File: src/exec_unit_params.svh
`ifndef EXEC_UNIT_PARAMS_SVH
`define EXEC_UNIT_PARAMS_SVH
// Opcode codes (5-bit operation field)
`define OP_NOP 5'h00
`define OP_ADD_IMM 5'h01
`define OP_SUB_BORROW 5'h02
`define OP_SUB 5'h03
`define OP_AND 5'h04
`define OP_OR 5'h05
`define OP_XOR 5'h06
`define OP_SWAP 5'h07
`define OP_ROT_RIGHT 5'h08
`define OP_ROT_LEFT 5'h09
`define OP_CLEAR 5'h0a
`define OP_BIT_CLEAR 5'h0b
`define OP_BIT_SET 5'h0c
`define OP_COMPARE_SKIP 5'h0d
`define OP_INC_SKIP 5'h0e
`define OP_DEC_SKIP 5'h0f
`define OP_TEST_LOW_SKIP 5'h10
`define OP_TEST_HIGH_SKIP 5'h11
`define OP_JUMP 5'h12
`define OP_CALL 5'h13
`define OP_RETURN 5'h14
`define OP_INT_RETURN 5'h15
`define OP_PUSH 5'h16
`define OP_POP 5'h17
// Flag register bit positions
`define FLAG_CARRY 0
`define FLAG_HALF 1
`define FLAG_ZERO 2
`define FLAG_PD 6
`define FLAG_TO 7
// Bits kept across push and pop (status bits excluded)
`define FLAG_SAVE_MASK 8'h3f
`define TARGET_MSB 13
`define ZERO_BYTE 8'h00
`define ONE_BYTE 8'h01
`define ZERO_PC 16'h0000
// Cycle counts
`define CYC_BASE 2'h1
`define CYC_BRANCH 2'h2
`endif

File: src/exec_unit_pkg.sv
package exec_unit_pkg;
    // One decoded instruction with its operands
    typedef struct packed {
        logic [4:0] op;       // Operation code
        logic to_mem;         // Result goes to memory
        logic use_imm;        // Operand is the immediate
        logic mem_is_ram;     // Operand lives in RAM (not system reg)
        logic [2:0] bit_sel;  // Addressed bit
        logic [7:0] imm;      // Immediate byte
        logic [13:0] target;  // Jump/call target
    } instr_t;
    // Result of one executed instruction
    typedef struct packed {
        logic acc_we;        // Accumulator written
        logic mem_we;        // Memory operand written
        logic [7:0] data;    // Written value
        logic skip;          // Next instruction skipped
        logic [2:0] cycles;  // Cycles the instruction took
    } result_t;
endpackage

File: src/mcu_instruction_execute_unit.sv
`timescale 1ns/100ps
`default_nettype none
`include "exec_unit_params.svh"
// Contract
// - Subtract with borrow, carry set when none
// - Subtract, carry cleared on borrow
// - Add immediate, updates carry, half, zero
// - AND/OR/XOR change zero flag only
// - Nibble swap, no flag change
// - Rotate through carry, carry only
// - Clear byte, bit clear/set, no flags
// - Compare, set flags, skip if equal
// - Increment, skip if result zero
// - Decrement, skip if result zero
// - Test bit, skip when it matches
// - Jump loads target and page bits
// - Call pushes next address and jumps in the same cycle
// - Return pops PC; interrupt return enables
// - Push saves accumulator and flags except PD and TO
// - Pop restores accumulator and flags except PD and TO
// - Write-back cycle only for RAM
// - Taken skip adds one cycle
// - No-operation takes one cycle only
module mcu_instruction_execute_unit (
    input wire logic i_ref_clk,               // 20 MHz core clock
    input wire logic i_rst_n,                 // Async reset, active low
    input wire logic i_valid,                 // Instruction present
    input wire exec_unit_pkg::instr_t i_instr, // Decoded instruction
    input wire logic [7:0] i_mem_data,        // Memory operand value
    input wire logic [15:0] i_pc_next,        // Address after this one
    input wire logic [1:0] i_page_sel,        // Program page select bits
    input wire logic [15:0] i_stack_top,      // Popped return address
    output exec_unit_pkg::result_t o_result,  // Write-back and timing
    output logic o_done,                      // Result valid pulse
    output logic [7:0] o_acc,                 // Accumulator
    output logic [7:0] o_flags,               // Program flag register
    output logic o_pc_load,                   // PC reload pulse
    output logic [15:0] o_pc,                 // New PC value
    output logic o_stack_push,                // Push return address
    output logic [15:0] o_stack_data,         // Address pushed
    output logic o_int_enable                 // Global interrupt enable
);
    import exec_unit_pkg::*;

    logic [7:0] acc_reg;
    logic [7:0] flags_reg;
    logic [7:0] acc_save_reg;     // Push buffer for accumulator
    logic [7:0] flags_save_reg;   // Push buffer for flags
    result_t result_reg;
    logic done_reg;
    logic pc_load_reg;
    logic [15:0] pc_reg;
    logic push_reg;
    logic [15:0] push_data_reg;
    logic gie_reg;

    // Operand select: immediate or memory byte
    wire [7:0] opnd = i_instr.use_imm ? i_instr.imm : i_mem_data;
    wire cin = flags_reg[`FLAG_CARRY];
    wire [4:0] op = i_instr.op;

    // Shared adder; add, subtract and subtract-with-borrow
    wire is_add = (op == `OP_ADD_IMM);
    wire is_sbc = (op == `OP_SUB_BORROW);
    wire [7:0] b_in = is_add ? opnd : ~opnd;
    // Subtract as A + ~M + 1, borrow folded in as carry-in = C
    wire carry_in = is_add ? 1'b0 : (is_sbc ? cin : 1'b1);
    wire [8:0] sum9 = {1'b0, acc_reg} + {1'b0, b_in} + {8'h00, carry_in};
    wire [4:0] half5 = {1'b0, acc_reg[3:0]} + {1'b0, b_in[3:0]}
                     + {4'h0, carry_in};
    wire [7:0] sum = sum9[7:0];
    // Carry out of A + ~M + 1 means no borrow, so C=1 without borrow
    wire c_out = sum9[8];
    wire h_out = half5[4];

    wire [7:0] inc_val = i_mem_data + `ONE_BYTE;
    wire [7:0] dec_val = i_mem_data - `ONE_BYTE;
    wire [7:0] bit_mask = `ONE_BYTE << i_instr.bit_sel;
    wire tested_bit = i_mem_data[i_instr.bit_sel];
    wire [7:0] program_flag_register_keep = flags_reg & ~`FLAG_SAVE_MASK;
    wire [15:0] jump_pc = {i_page_sel, i_instr.target};
    wire n_term = i_instr.mem_is_ram & (op != `OP_CLEAR);

    // Combinational execution of one instruction
    logic [7:0] res_data;
    logic [7:0] flags_next;
    logic [7:0] acc_next;
    logic wr_acc;
    logic wr_mem;
    logic skip;
    logic branch;
    always_comb begin
        res_data = `ZERO_BYTE;
        flags_next = flags_reg;
        acc_next = acc_reg;
        wr_acc = 1'b0;
        wr_mem = 1'b0;
        skip = 1'b0;
        branch = 1'b0;
        unique case (op)
            `OP_ADD_IMM, `OP_SUB_BORROW, `OP_SUB: begin
                res_data = sum;
                flags_next[`FLAG_CARRY] = c_out;
                flags_next[`FLAG_HALF] = h_out;
                flags_next[`FLAG_ZERO] = (sum == `ZERO_BYTE);
                wr_acc = ~i_instr.to_mem;
                wr_mem = i_instr.to_mem;
            end
            `OP_AND, `OP_OR, `OP_XOR: begin
                if (op == `OP_AND) begin
                    res_data = acc_reg & opnd;
                end else if (op == `OP_OR) begin
                    res_data = acc_reg | opnd;
                end else begin
                    res_data = acc_reg ^ opnd;
                end
                flags_next[`FLAG_ZERO] = (res_data == `ZERO_BYTE);
                wr_acc = ~i_instr.to_mem;
                wr_mem = i_instr.to_mem;
            end
            `OP_SWAP: begin
                res_data = {i_mem_data[3:0], i_mem_data[7:4]};
                wr_acc = ~i_instr.to_mem;
                wr_mem = i_instr.to_mem;
            end
            `OP_ROT_RIGHT: begin
                res_data = {cin, i_mem_data[7:1]};
                flags_next[`FLAG_CARRY] = i_mem_data[0];
                wr_acc = ~i_instr.to_mem;
                wr_mem = i_instr.to_mem;
            end
            `OP_ROT_LEFT: begin
                res_data = {i_mem_data[6:0], cin};
                flags_next[`FLAG_CARRY] = i_mem_data[7];
                wr_acc = ~i_instr.to_mem;
                wr_mem = i_instr.to_mem;
            end
            `OP_CLEAR: begin
                res_data = `ZERO_BYTE;
                wr_mem = 1'b1;
            end
            `OP_BIT_CLEAR: begin
                res_data = i_mem_data & ~bit_mask;
                wr_mem = 1'b1;
            end
            `OP_BIT_SET: begin
                res_data = i_mem_data | bit_mask;
                wr_mem = 1'b1;
            end
            `OP_COMPARE_SKIP: begin
                // Difference only sets flags, never stored
                flags_next[`FLAG_CARRY] = c_out;
                flags_next[`FLAG_ZERO] = (sum == `ZERO_BYTE);
                skip = (acc_reg == opnd);
            end
            `OP_INC_SKIP: begin
                res_data = inc_val;
                skip = (inc_val == `ZERO_BYTE);
                wr_acc = ~i_instr.to_mem;
                wr_mem = i_instr.to_mem;
            end
            `OP_DEC_SKIP: begin
                res_data = dec_val;
                skip = (dec_val == `ZERO_BYTE);
                wr_acc = ~i_instr.to_mem;
                wr_mem = i_instr.to_mem;
            end
            `OP_TEST_LOW_SKIP: begin
                skip = ~tested_bit;
            end
            `OP_TEST_HIGH_SKIP: begin
                skip = tested_bit;
            end
            `OP_JUMP, `OP_CALL, `OP_RETURN, `OP_INT_RETURN: begin
                branch = 1'b1;
            end
            `OP_PUSH: begin
                // Save handled in the buffer process
            end
            `OP_POP: begin
                // Status bits stay as they are
                acc_next = acc_save_reg;
                flags_next = program_flag_register_keep
                           | (flags_save_reg & `FLAG_SAVE_MASK);
            end
            default: begin
                // Unused codes behave as no-operation
            end
        endcase
        if (wr_acc) begin
            acc_next = res_data;
        end
    end

    // Cycle count: 1 + N + S, or 2 for branches
    wire [2:0] cyc_base = {1'b0, `CYC_BASE};
    wire [2:0] cyc_total = branch ? {1'b0, `CYC_BRANCH} :
        cyc_base + {2'b00, n_term & wr_mem} + {2'b00, skip};

    wire [15:0] pc_sel = (op == `OP_RETURN || op == `OP_INT_RETURN) ?
                         i_stack_top : jump_pc;
    wire is_call = i_valid & (op == `OP_CALL);
    wire is_interrupt_return = i_valid & (op == `OP_INT_RETURN);
    wire is_push = i_valid & (op == `OP_PUSH);

    // Architectural state update
    always_ff @(posedge i_ref_clk or negedge i_rst_n) begin
        if (!i_rst_n) begin
            acc_reg <= `ZERO_BYTE;
            flags_reg <= `ZERO_BYTE;
        end else if (i_valid) begin
            acc_reg <= acc_next;
            flags_reg <= flags_next;
        end
    end

    // Push buffers, status bits excluded
    always_ff @(posedge i_ref_clk or negedge i_rst_n) begin
        if (!i_rst_n) begin
            acc_save_reg <= `ZERO_BYTE;
            flags_save_reg <= `ZERO_BYTE;
        end else if (is_push) begin
            acc_save_reg <= acc_reg;
            flags_save_reg <= flags_reg & `FLAG_SAVE_MASK;
        end
    end

    // Result and program flow outputs
    always_ff @(posedge i_ref_clk or negedge i_rst_n) begin
        if (!i_rst_n) begin
            result_reg <= '0;
            done_reg <= 1'b0;
            pc_load_reg <= 1'b0;
            pc_reg <= `ZERO_PC;
            push_reg <= 1'b0;
            push_data_reg <= `ZERO_PC;
        end else begin
            result_reg <= '{acc_we: i_valid & wr_acc,
                            mem_we: i_valid & wr_mem,
                            data: res_data, skip: i_valid & skip,
                            cycles: cyc_total};
            done_reg <= i_valid;
            pc_load_reg <= i_valid & branch;
            pc_reg <= pc_sel;
            push_reg <= is_call;
            push_data_reg <= i_pc_next;
        end
    end

    // Global interrupt enable; only interrupt return sets it here
    always_ff @(posedge i_ref_clk or negedge i_rst_n) begin
        if (!i_rst_n) begin
            gie_reg <= 1'b0;
        end else if (is_interrupt_return) begin
            gie_reg <= 1'b1;
        end
    end

    assign o_result = result_reg;
    assign o_done = done_reg;
    assign o_acc = acc_reg;
    assign o_flags = flags_reg;
    assign o_pc_load = pc_load_reg;
    assign o_pc = pc_reg;
    assign o_stack_push = push_reg;
    assign o_stack_data = push_data_reg;
    assign o_int_enable = gie_reg;

    // Checks beside the logic
    property p_skip_cycles;
        @(posedge i_ref_clk) disable iff (!i_rst_n)
        o_done && o_result.skip && !o_pc_load |-> o_result.cycles >= 3'h2;
    endproperty
    a_skip_cycles: assert property (p_skip_cycles)
        else $error("Taken skip lacks extra cycle");

    property p_branch_two;
        @(posedge i_ref_clk) disable iff (!i_rst_n)
        o_pc_load |-> o_result.cycles == 3'h2;
    endproperty
    a_branch_two: assert property (p_branch_two)
        else $error("Branch not two cycles");

    property p_call_push;
        @(posedge i_ref_clk) disable iff (!i_rst_n)
        (i_valid && op == `OP_CALL) |=> o_stack_push && o_pc_load
            && o_stack_data == $past(i_pc_next);
    endproperty
    a_call_push: assert property (p_call_push)
        else $error("Call did not push address");

    property p_interrupt_return_gie;
        @(posedge i_ref_clk) disable iff (!i_rst_n)
        is_interrupt_return |=> o_int_enable && o_pc == $past(i_stack_top);
    endproperty
    a_interrupt_return_gie: assert property (p_interrupt_return_gie)
        else $error("Interrupt return wrong");

    property p_nop_still;
        @(posedge i_ref_clk) disable iff (!i_rst_n)
        (i_valid && op == `OP_NOP) |=> $stable(o_acc) && $stable(o_flags)
            && o_result.cycles == 3'h1 && !o_result.mem_we;
    endproperty
    a_nop_still: assert property (p_nop_still)
        else $error("No-operation changed state");

    property p_pop_status;
        @(posedge i_ref_clk) disable iff (!i_rst_n)
        (i_valid && op == `OP_POP) |=>
            o_flags[`FLAG_TO] == $past(flags_reg[`FLAG_TO]);
    endproperty
    a_pop_status: assert property (p_pop_status)
        else $error("Pop altered status bit");

    property p_logic_flags;
        @(posedge i_ref_clk) disable iff (!i_rst_n)
        (i_valid && op >= `OP_AND && op <= `OP_XOR) |=>
            o_flags[`FLAG_CARRY] == $past(cin);
    endproperty
    a_logic_flags: assert property (p_logic_flags)
        else $error("Logic op touched carry");

    property p_ram_cycle;
        @(posedge i_ref_clk) disable iff (!i_rst_n)
        (i_valid && op == `OP_BIT_SET && !i_instr.mem_is_ram) |=>
            o_result.cycles == 3'h1;
    endproperty
    a_ram_cycle: assert property (p_ram_cycle)
        else $error("System register write-back counted");
endmodule
`default_nettype wire

File: config.mk
export PLATFORM = sky130hd
export DESIGN_NAME = mcu_instruction_execute_unit
export DESIGN_NICKNAME = d
export VERILOG_FILES = /design/src/exec_unit_pkg.sv /design/src/mcu_instruction_execute_unit.sv
export VERILOG_INCLUDE_DIRS = /design/src /design/src/src
export SDC_FILE = /design/constraint.sdc
export NUM_CORES = 1
export LEC_CHECK = 0
export BUFFER_PORTS_ARGS = -buffer_cell sky130_fd_sc_hd__buf_2
export CAP_MARGIN = 15
export CORE_ASPECT_RATIO = 1.5
export CORE_MARGIN = 4
export CORE_UTILIZATION = 30
export CTS_CLUSTER_DIAMETER = 150
export DETAILED_ROUTE_END_ITERATION = 10
export GPL_TIMING_DRIVEN = 0
export PLACE_DENSITY_LB_ADDON = 0.3
export SETUP_SLACK_MARGIN = 0.2
export SYNTH_ARGS = -nofsm -noshare
export SYNTH_HDL_FRONTEND = slang
export SYNTH_SLANG_ARGS = --single-unit
File: constraint.sdc
create_clock -name i_ref_clk -period 3.15 [get_ports i_ref_clk]
set_input_delay 0.315 -clock i_ref_clk [delete_from_list [all_inputs] [get_ports i_ref_clk]]
set_output_delay 0.315 -clock i_ref_clk [all_outputs]
set_load 0.05 [all_outputs]
## Yosys cells after proc, flatten, opt, wreduce, memory -nomap -nowiden

Cells that the tools add are included.
Widths: inputs -> output; s select.

| cells by class | value |
|---|---|
| add/subtract/negate cells | 8 |
| $lt $le $gt $ge | 1 |
| equal/unequal tests | 25 |
| shift operators | 1 |
| mux-type cells | 21 |
| bitwise logic cells | 19 |
| reductions and logical operators | 20 |

Operators by type and width:

| operator | count |
|---|---|
| $pmux 8 s9 | 1 |
| $mux 8 | 7 |
| $eq 5x4->1 const B | 8 |
| $eq 5x5->1 const B | 8 |
| $logic_not 8->1 | 4 |
| $eq 5x3->1 const B | 4 |
| $and 8x8->8 | 2 |
| $mux 16 | 1 |
| $not 8->8 | 2 |
| $or 8x8->8 | 2 |
| $reduce_or 11->1 | 1 |
| $eq 5x2->1 const B | 2 |
| $reduce_and 2->1 | 5 |
| $add 8x8->9 | 1 |
| $add 9x1->9 | 1 |
| $and 1x1->1 | 9 |
| $reduce_or 3->1 | 3 |
| $add 8x1->8 const B | 1 |
| $eq 8x8->1 | 1 |
| $or 8x6->8 | 1 |
| $reduce_or 4->1 | 2 |
| $shl 1x3->8 const A | 1 |
| $sub 8x1->8 const B | 1 |
| $xor 8x8->8 | 1 |
| other kinds (19) | 26 |

| storage, ports and cells | value |
|---|---|
| flip-flop bits (word level) | 80 |
| input port bits | 78 |
| output and inout port bits | 66 |
| logic and storage cells | 113 |

## Longest topological paths before layout

Gate-level depths: netlist (run 1).

| logic depth | value |
|---|---|
| depth in word-level cells | 7 |
| gate-level depth with buffers | 15 |
| depth with buffers taken out | 13 |

## Worst setup path before layout (run 1)

No wires, ideal clock.

| timing path | value |
|---|---|
| path type | input to register |
| start | input port i_instr[30] (netlist bit) |
| end | register acc_reg[7] (netlist: o_acc[7]) |
| library setup time | 126 ps |
| arrival | 3384 ps |
| data required time | 3024 ps |
| slack | -360 ps |
| stages | 13 |
| buffers on the path | 2 |
| cells stage by stage | buf_4 -> clkbuf_1 -> nor3_1 -> nand2_1 -> xnor2_1 -> fa_1 -> a21o_1 -> a21oi_1 -> o21ai_1 -> o31ai_1 -> xnor2_1 -> a2111o_1 -> a221o_1 |

| on the way | value |
|---|---|
| word-level cells in the longest chain between the ends | 6 |
| elaborated cells on any way between the ends | 30 |
| classes of those cells | add/sub (2); eq/ne (14); mux (9); reduce/logical (5) |

RTL lines:

| item | RTL line | source |
|---|---|---|
| start, declared | mcu_instruction_execute_unit.sv:28 | `input wire exec_unit_pkg::instr_t i_instr,` |
| $eq 5x1->1, or another cell as far along | mcu_instruction_execute_unit.sv:100 | `unique case (op)` |
| $mux 8, or another cell as far along | mcu_instruction_execute_unit.sv:65 | `wire [7:0] b_in = is_add ? opnd : ~opnd;` |
| $add 8x8->9, or another cell as far along | mcu_instruction_execute_unit.sv:68 | `wire [8:0] sum9 = {1'b0, acc_reg} + {1'b0, b_in} + {8'h00, carry_in};` |
| $add 9x1->9 / $mux 8 (equally long branches) | mcu_instruction_execute_unit.sv:68, mcu_instruction_execute_unit.sv:100 |  |
| $pmux 8 s9 * | mcu_instruction_execute_unit.sv:100 |  |
| net res_data[7] | mcu_instruction_execute_unit.sv:85 | `logic [7:0] res_data;` |
| $mux 8 * | mcu_instruction_execute_unit.sv:190 | `if (wr_acc) begin` |
| end signal, assigned | mcu_instruction_execute_unit.sv:209 | `` acc_reg <= `ZERO_BYTE; `` |
| end signal, assigned | mcu_instruction_execute_unit.sv:212 | `acc_reg <= acc_next;` |
| end, declared | mcu_instruction_execute_unit.sv:45 | `logic [7:0] acc_reg;` |

The timed path passes the listed nets; every way through them passes the cells marked *. The select of a mux whose other input is x is not followed.
A chain may end at the register's enable or synchronous reset.

## Worst setup path after layout (run 1)

| timing path | value |
|---|---|
| start | input port i_instr[30] (netlist bit) |
| end | register flags_reg[2] (netlist: o_flags[2]) |

| on the way | value |
|---|---|
| word-level cells in the longest chain between the ends | 6 |
| elaborated cells on any way between the ends | 23 |
| classes of those cells | add/sub (2); eq/ne (8); mux (7); reduce/logical (6) |

RTL lines:

| item | RTL line | source |
|---|---|---|
| $eq 5x1->1, or another cell as far along | mcu_instruction_execute_unit.sv:100 |  |
| $mux 8, or another cell as far along | mcu_instruction_execute_unit.sv:65 |  |
| $add 8x8->9, or another cell as far along | mcu_instruction_execute_unit.sv:68 |  |
| $add 9x1->9 / $mux 8 (equally long branches) | mcu_instruction_execute_unit.sv:68, mcu_instruction_execute_unit.sv:100 |  |
| $logic_not 8->1 (no line) | - |  |
| $pmux 1 s3 | mcu_instruction_execute_unit.sv:100 |  |
| end signal, assigned | mcu_instruction_execute_unit.sv:210 | `` flags_reg <= `ZERO_BYTE; `` |
| end signal, assigned | mcu_instruction_execute_unit.sv:213 | `flags_reg <= flags_next;` |
| end, declared | mcu_instruction_execute_unit.sv:46 | `logic [7:0] flags_reg;` |

Several ways; a longest one is shown, not always the timed one. The select of a mux whose other input is x is not followed.

==> results of run 1 <==
-- synthesized netlist by cell type (all sizes together) (4+ instances only) --
master and n:
xnor2 17, clkbuf 19, mux2i 14, nand4 8
dfrtp 77, nor2b 11, nand3 14, o21ai 14
nor3b 4, a221oi 4, o2bb2ai 4, a21oi 30
nor4 5, a22o 5, o22ai 7, and3 7
nand2b 6, nor3 17, nand2 37, mux2 34
a221o 6, inv 33, a21o 6, xor2 10
a22oi 6, ha 28, a31oi 4, nor2 33
buf 20
-- metrics by stage --
step / TNS (ns) / instances / cell area, µm² / hold WS, ns
3_5_place_dp: -2.52 / 881 / 6130 / 0.271
5_1_grt: 0 / 921 / 6840 / 0.0625
4_1_cts: 0 / 915 / 6660 / 0.0643
3_3_place_gp: -2.58 / 880 / 6100 / 0.423
6_report: 0 / 921 / 6840 / 0.0794
2_1_floorplan: 0 / 534 / 5160 / 0.0194
-- per-layer routing --
| layer | vias to the layer above | routed length, µm |
|---|---|---|
| met2 | 188 | 9130 |
| met4 | 0 | 764 |
| met5 | - | 0 |
| met1 | 2314 | 6820 |
| met3 | 51 | 843 |
| li1 | 2257 | - |
-- cell families after synthesis --
kind of cell / share of synthesized area [%]
mux: 11.2
buf+inv: 6.01
simple gates: 16.4
flops: 37.9
compound gates: 16.1
other cells: 0.0738
fa+ha+maj: 7.68
xor+xnor: 4.65
-- power breakdown --
group / internal, mW / switching, mW / leakage [nW]
Clock: 0.703 / 0.425 / 0.151
Combinational: 0.515 / 0.810 / 2.19
Sequential: 1.09 / 0.0801 / 0.966
-- worst max-delay path, cell delays in order --
cell and delay, ns:
sky130_fd_sc_hd__buf_8 0.10, sky130_fd_sc_hd__buf_8 0.11, sky130_fd_sc_hd__clkbuf_16 0.13, sky130_fd_sc_hd__nor3_4 0.19, sky130_fd_sc_hd__nand2_4 0.10, sky130_fd_sc_hd__xnor2_2 0.15
sky130_fd_sc_hd__fa_2 0.39, sky130_fd_sc_hd__inv_2 0.08, sky130_fd_sc_hd__fa_2 0.29, sky130_fd_sc_hd__nor2b_4 0.06, sky130_fd_sc_hd__o21ai_1 0.13, sky130_fd_sc_hd__nand2b_1 0.10
sky130_fd_sc_hd__xor2_1 0.16, sky130_fd_sc_hd__or4_1 0.51, sky130_fd_sc_hd__o31a_1 0.33, sky130_fd_sc_hd__o21ai_1 0.14
-- worst paths after layout --
check	slack [ns]	cells after the start	end
worst max-delay path	0.13	16	o_flags[2]$_DFFE_PN0P_
worst min-delay path	0.08	1	o_stack_data[8]$_DFF_PN0_
worst max register to register	0.19	12	o_flags[2]$_DFFE_PN0P_
worst min register to register	0.49	1	o_int_enable$_DFFE_PN0P_
max in group asynchronous	2.12	3	o_acc[5]$_DFFE_PN0P_
min in group asynchronous	0.45	2	o_pc[0]$_DFF_PN0_
-- area by class of cell --
cell class | instances | area [µm²] | area share [%]
inverter | 33 | 124 | 1.81
timing repair buffer | 163 | 952 | 13.9
buffer | 37 | 238 | 3.48
multi-input combinational | 385 | 3010 | 44.0
clock buffer | 10 | 229 | 3.35
tap | 210 | 263 | 3.84
sequential | 77 | 1930 | 28.2
clock inverter | 6 | 95.1 | 1.39
-- what timing repair did --
item	CTS	global route
pin swaps	14	16
hold endpoints to repair	28	0
hold buffers	1	0
gates resized for setup	11	36
endpoints found under the setup margin	7	8
buffers inserted	17	8
==> load_flow_metrics.sql, run 1 <==
INSERT INTO impl_metrics (metric_group, metric, value, unit) VALUES
('detailed_routing', 'drc_viols', '0', ''),
('clock_tree', 'cts-htree-levels', '3', ''),
('synthesis', 'yosysTopAreaCell', 'sky130_fd_sc_hd__dfrtp_1', ''),
('synthesis', 'synth-seq-cells', '77', ''),
('global_route', 'globalRouteTotalUtil', '18.3', '%'),
('cells_and_area', 'area.growth.synth_to_final', '34.6', '%'),
('clock_tree', 'worst_skew_pair.late_latency', '0.34', 'ns'),
('worst_setup_path', 'regToRegStartpoint', 'o_flags[0]$_DFFE_PN0P_', ''),
('power_and_ir_drop', 'power', '3.62', 'mW'),
('worst_setup_path', 'worstSetupEndpointType', 'flip-flop', ''),
('timing', 'period_needed', '3.02', 'ns'),
('cells_and_area', 'end_of_flow_core_utilization', '41.0', '%'),
('synthesis', 'yosys_warnings', '0', ''),
('timing', 'worstMarginPinSlew', '0.869', 'ns'),
('synthesis', 'yosys_most_used_dff', 'sky130_fd_sc_hd__dfrtp_1', ''),
('detailed_routing', 'dr_total_vias', '4810', ''),
('hold_path', 'holdCritStartpoint', 'i_pc_next[8]', ''),
('timing', 'post-route-period-util', '96.0', '%'),
('global_route', 'maximum_number_of_pins_on_one_net_before_global_route_repair', '50', ''),
('synthesis', 'synth.top_cell.area_share', '37.9', '%'),
('cells_and_area', 'final_cell_mix', 'sky130_fd_sc_hd__buf_2 (140), sky130_fd_sc_hd__dfrtp_1 (77), sky130_fd_sc_hd__nand2_1 (36), sky130_fd_sc_hd__mux2_2 (34), sky130_fd_sc_hd__nor2_1 (33)', ''),
('cells_and_area', 'fin_nets', '814', ''),
('synthesis', 'syn-cell-area', '5080', 'µm²'),
('run', 'maxCapViolCount', '0', ''),
('clock_tree', 'cts_root_buffer', 'sky130_fd_sc_hd__clkbuf_16', ''),
('worst_setup_path', 'cp_class', 'input pin to flip-flop', ''),
('timing', 'timing.final.hold_violations', '0', ''),
('detailed_routing', 'drt_iter0_drc', '266', ''),
('timing', 'timing.final.max_slew_violations', '0', ''),
('timing', 'timing.max_slew.rel_slack', '40.6', '%'),
('synthesis', 'synth-edff-count', '0', ''),
('floorplan', 'initial_core_utilization', '30.4', '%'),
('clock_tree', 'clock_sink_count', '77', ''),
('worst_setup_path', 'worst-endpoint-required', '3.41', 'ns'),
('global_route', 'grt_pass1_vias', '4864', ''),
('cells_and_area', 'final_layout_size_suffix_gt1_share', '36.7', '%'),
('timing', 'report.final.setup_viol', '0', ''),
('global_route', 'grt_use_met2', '31.4', '%'),
('power_and_ir_drop', 'power.density', '529', 'nW/µm²'),
('global_route', 'grt_antenna_before_repair', '0', ''),
('synthesis', 'syn-mean-instance-area', '9.55', 'µm²'),
('global_route', 'grt.busiest_layer', 'met2', ''),
('timing', 'finClkSkew', '0.0136', 'ns'),
('global_route', 'grt_pass1_wl', '27.2', 'mm'),
('worst_setup_path', 'arrival', '3.29', 'ns'),
('global_route', 'grtUsageMet1', '22.0', '%'),
('clock_tree', 'cts-buffers-inserted', '9', ''),
('synthesis', 'share_of_the_yosys_chip_area_belonging_to_registers', '37.9', '%'),
('cells_and_area', 'filler_cell_count', '1730', ''),
('worst_setup_path', 'setup.worst_path.start', 'i_instr[30]', ''),
('detailed_routing', 'first_pass_iters', '5', ''),
('clock_tree', 'tritoncts', 'yes', ''),
('timing', 'finalWorstSetupSlack', '0.125', 'ns'),
('floorplan', 'die_height', '167', 'µm'),
('placed_design', 'detailedPlacementHpwl', '13.5', 'mm'),
('synthesis', 'synth_async_sr_flop_share', '100', '%'),
('placed_design', 'numPortBuffers', '136', ''),
('timing', 'setup_repair_after_global_routing_missed_its_margin', 'true', ''),
('placed_design', 'post-place-ws', '-0.488', 'ns'),
('floorplan', 'chipWidth', '114', 'µm'),
('detailed_routing', 'routed_wire_length_per_instance', '19.1', 'µm'),
('clock_tree', 'clk_transition_reported_paths', '0.07', 'ns'),
('power_and_ir_drop', 'power.ir.vdd_worst', '326', 'µV'),
('synthesis', 'yosys.cell_types.count', '69', ''),
('detailed_routing', 'drtAntennaViolNets', '0', ''),
('floorplan', 'die_area', '19100', 'µm²'),
('floorplan', 'floorplan.rows', '58', ''),
('run_status', 'run_status', 'finished, final reports clean', ''),
('global_route', 'gr-total-overflow', '0', ''),
('timing', 'fmax', '331', 'MHz'),
('floorplan', 'core', '16700', 'µm²');
(Power assumes the default switching activity.)
==> inputs of run 2 (changes only) <==
clock period = 2.53 ns   (was 3.15 ns; I/O delays follow)
==> run 2 against run 1 <==
The run now ends with negative setup slack left. First-iteration DRC count fell by 21%. Count of clock-buffer cells in the layout fell by 1. Hold slack got worse by 0.059 ns. Global-route usage fell by 0.29 points. Largest cell class unchanged.
==> load_flow_metrics.sql, run 2 (same netlist as run 1, synthesis figures left out) <==
INSERT INTO impl_metrics (metric_group, metric, value, unit) VALUES
('power_and_ir_drop', 'power', '4.37', 'mW'),
('run_status', 'failing_checks', 'negative setup slack', ''),
('placed_design', 'numPortBuffers', '136', ''),
('clock_tree', 'clk_transition_reported_paths', '0.07', 'ns'),
('worst_setup_path', 'reg2regPathDepth', '13', ''),
('worst_setup_path', 'regToRegStartpoint', 'o_flags[0]$_DFFE_PN0P_', ''),
('worst_setup_path', 'crit_path_cell_trace', 'buf_8, buf_8, clkbuf_16, nor3_4, nand2_4, xnor2_2, ha_1, a21o_1, a21oi_2, o21ai_2, o31ai_2, xnor2_1, buf_4, buf_6, buf_6, o31a_1, o21ai_1', ''),
('run', 'maxCapViolCount', '0', ''),
('cells_and_area', 'final_layout_size_suffix_gt1_share', '40.7', '%'),
('timing', 'finClkSkew', '0.00719', 'ns'),
('power_and_ir_drop', 'power.density', '633', 'nW/µm²'),
('cells_and_area', 'multi_input_area', '3110', 'µm²'),
('global_route', 'globalRouteTotalUtil', '18.0', '%'),
('power_and_ir_drop', 'total_leakage_power', '3.30', 'nW'),
('worst_setup_path', 'worst_path_dominant_cell_family', 'compound AO/OA/AOI/OAI gates', ''),
('timing', 'finalWorstSetupSlack', '-0.322', 'ns'),
('cells_and_area', 'mostFrequentLayoutCell', 'sky130_fd_sc_hd__buf_2', ''),
('timing', 'worstMarginPinSlew', '0.913', 'ns'),
('detailed_routing', 'routed_wire_length_per_instance', '18.7', 'µm'),
('worst_setup_path', 'setup.worst_path.start', 'i_instr[30]', ''),
('clock_tree', 'cts_root_buffer', 'sky130_fd_sc_hd__clkbuf_16', ''),
('worst_setup_path', 'worst-r2r-setup-slack', '-0.22', 'ns'),
('clock_tree', 'clock_sink_count', '77', ''),
('floorplan', 'floorplan.rows', '58', ''),
('worst_setup_path', 'worst-endpoint-required', '2.79', 'ns'),
('floorplan', 'num_io_pins', '144', ''),
('worst_setup_path', 'setup.worst_path.end', 'o_flags[2]$_DFFE_PN0P_', ''),
('detailed_routing', 'drtAntennaViolNets', '0', ''),
('cells_and_area', 'layout.cells.non_filler', '922', ''),
('floorplan', 'die_area', '19100', 'µm²'),
('cells_and_area', 'regArea', '1930', 'µm²'),
('timing', 'post-route-period-util', '113', '%'),
('cells_and_area', 'area.growth.synth_to_final', '35.9', '%'),
('placed_design', 'postPlaceCellArea', '6130', 'µm²'),
('global_route', 'grt_pass1_vias', '5020', ''),
('detailed_routing', 'drc_viols', '0', ''),
('detailed_routing', 'drt_iter0_drc', '211', ''),
('floorplan', 'chipWidth', '114', 'µm'),
('cells_and_area', 'final_cell_mix', 'sky130_fd_sc_hd__buf_2 (142), sky130_fd_sc_hd__dfrtp_1 (74), sky130_fd_sc_hd__nand2_1 (35), sky130_fd_sc_hd__mux2_2 (34), sky130_fd_sc_hd__nor2_1 (33)', ''),
('worst_setup_path', 'worstSetupEndpointType', 'flip-flop', ''),
('worst_setup_path', 'worst_r2r_endpoint', 'o_flags[2]$_DFFE_PN0P_', ''),
('cells_and_area', 'design_area', '6910', 'µm²'),
('clock_tree', 'cts-htree-levels', '3', ''),
('placed_design', 'globalplace.congestion', '0.930', ''),
('worst_setup_path', 'path_depth', '17', ''),
('worst_setup_path', 'max_stage_delay', '0.30', 'ns'),
('global_route', 'grt_pass1_wl', '27.0', 'mm'),
('worst_setup_path', 'critical_path_peak_fanout', '3', ''),
('floorplan', 'core', '16700', 'µm²'),
('detailed_routing', 'vias_per_cell', '5.23', ''),
('global_route', 'maximum_number_of_pins_on_one_net_before_global_route_repair', '72', ''),
('floorplan', 'die_height', '167', 'µm'),
('detailed_routing', 'dr_total_vias', '4826', ''),
('cells_and_area', 'diodes', '0', ''),
('clock_tree', 'clock_tree.buffer_depth', '2', ''),
('clock_tree', 'tritoncts', 'yes', ''),
('worst_setup_path', 'cp_class', 'input pin to flip-flop', ''),
('timing', 'fmax', '351', 'MHz'),
('timing', 'timing.final.hold_violations', '0', ''),
('worst_setup_path', 'worst_setup_path_start_kind', 'input pin', ''),
('cells_and_area', 'filler_cell_count', '1706', ''),
('power_and_ir_drop', 'power.ir.vdd_worst', '314', 'µV'),
('timing', 'timing.max_slew.rel_slack', '39.0', '%'),
('placed_design', 'numPlacedInstances', '881', ''),
('worst_setup_path', 'crit_slowest_cell', 'sky130_fd_sc_hd__o31a_1', ''),
('timing', 'period_needed', '2.85', 'ns'),
('worst_setup_path', 'buf_inv_on_cp', '6', ''),
('timing', 'setup_repair_after_global_routing_missed_its_margin', 'true', ''),
('detailed_routing', 'drt-total-wl', '17.3', 'mm'),
('global_route', 'gr-total-overflow', '0', ''),
('clock_tree', 'worst_skew_pair.late_latency', '0.33', 'ns'),
('timing', 'timing.final.max_slew_violations', '0', ''),
('placed_design', 'detailedPlacementHpwl', '13.4', 'mm'),
('clock_tree', 'cts-buffers-inserted', '9', ''),
('hold_path', 'worstHoldPathType', 'input pin to flip-flop', ''),
('floorplan', 'initial_core_utilization', '30.4', '%'),
('timing', 'report.final.setup_viol', '9', ''),
('cells_and_area', 'fin_nets', '815', ''),
('run_status', 'run_status', 'complete, but fails checks', ''),
('detailed_routing', 'first_pass_iters', '5', ''),
('global_route', 'grt_antenna_before_repair', '0', ''),
('worst_setup_path', 'arrival', '3.11', 'ns');
==> run 2: cell types whose count changed in the layout (fill, tap and decap cells not counted), moves of 3 or more <==
cell                       before  now
sky130_fd_sc_hd__buf_6          9   12
sky130_fd_sc_hd__mux2i_1       13    9
sky130_fd_sc_hd__a21oi_2        1    4
sky130_fd_sc_hd__buf_4         26   22
sky130_fd_sc_hd__clkbuf_2       1    5
sky130_fd_sc_hd__clkbuf_1      13    9
sky130_fd_sc_hd__dfrtp_1       77   74
sky130_fd_sc_hd__dfrtp_2        0    3
==> run 2: per-layer routing <==
metal  vias up  track usage [%]  wire length, µm
li1       2268                -                -
met1      2326             20.0             6270
met2       177             32.4             9380
met3        55             2.86              839
met4         0             9.46              804
met5         -                0                0
==> run 2: cell type report <==
class,instances,share of cell area (%)
inverter,33,1.79
timing repair buffer,163,13.8
multi-input combinational,385,45.0
clock inverter,7,0.833
tap,210,3.80
sequential,77,27.9
buffer,38,3.48
clock buffer,9,3.26
==> run 2: repair_timing <==
item | 4_1_cts | 5_1_grt
pin swaps | 21 | 19
setup buffers | 20 | 5
hold endpoints to repair | 6 | 0
endpoints found under the setup margin | 21 | 21
hold buffers | 1 | 0
gates resized for setup | 33 | 46
==> run 2: worst min-delay path by stage <==
stage                   from                           to  slack (ns)  depth (start not counted)
6_report       i_pc_next[14]   o_stack_data[14]$_DFF_PN0_        0.02                          1
3_3_place_gp   i_pc_next[12]   o_stack_data[12]$_DFF_PN0_        0.36                          1
5_1_grt         i_pc_next[4]    o_stack_data[4]$_DFF_PN0_      0.0006                          1
2_1_floorplan        i_rst_n  acc_save_reg[0]$_DFFE_PN0P_       -0.04                          0
3_5_place_dp         i_rst_n            o_pc[3]$_DFF_PN0_        0.08                          1
4_1_cts         i_pc_next[1]    o_stack_data[1]$_DFF_PN0_       0.003                          1
==> run 2: worst reg2reg max path, cell delays in order, from the launching register on <==
cell	delay, ns
sky130_fd_sc_hd__dfrtp_2	0.46
sky130_fd_sc_hd__o21ai_1	0.14
sky130_fd_sc_hd__nand2_1	0.09
sky130_fd_sc_hd__fa_2	0.37
sky130_fd_sc_hd__a21o_1	0.18
sky130_fd_sc_hd__a21oi_2	0.17
sky130_fd_sc_hd__o21ai_2	0.09
sky130_fd_sc_hd__o31ai_2	0.26
sky130_fd_sc_hd__xnor2_1	0.14
sky130_fd_sc_hd__buf_4	0.15
sky130_fd_sc_hd__buf_6	0.10
sky130_fd_sc_hd__buf_6	0.10
sky130_fd_sc_hd__o31a_1	0.30
sky130_fd_sc_hd__o21ai_1	0.12
==> run 2: stage by stage <==
| step | util [%] | TNS, ns | hold slack, ns | setup slack [ns] |
|---|---|---|---|---|
| after floorplan | - | -1.44 | -0.0426 | -0.401 |
| after global placement | 36.6 | -10.58 | 0.361 | -0.946 |
| after detailed placement | 36.8 | -10.78 | 0.0810 | -0.985 |
| after CTS | 40.2 | -1.21 | 0.00289 | -0.356 |
| after global routing | 41.4 | -2.78 | 0.000584 | -0.442 |
| final | 41.4 | -1.59 | 0.0206 | -0.322 |
==> run 2: power breakdown <==
| part | internal [mW] | switching [mW] | total (mW) |
|---|---|---|---|
| clock | 0.677 | 0.529 | 1.21 |
| combinational | 0.672 | 1.04 | 1.71 |
| sequential | 1.36 | 0.0974 | 1.46 |
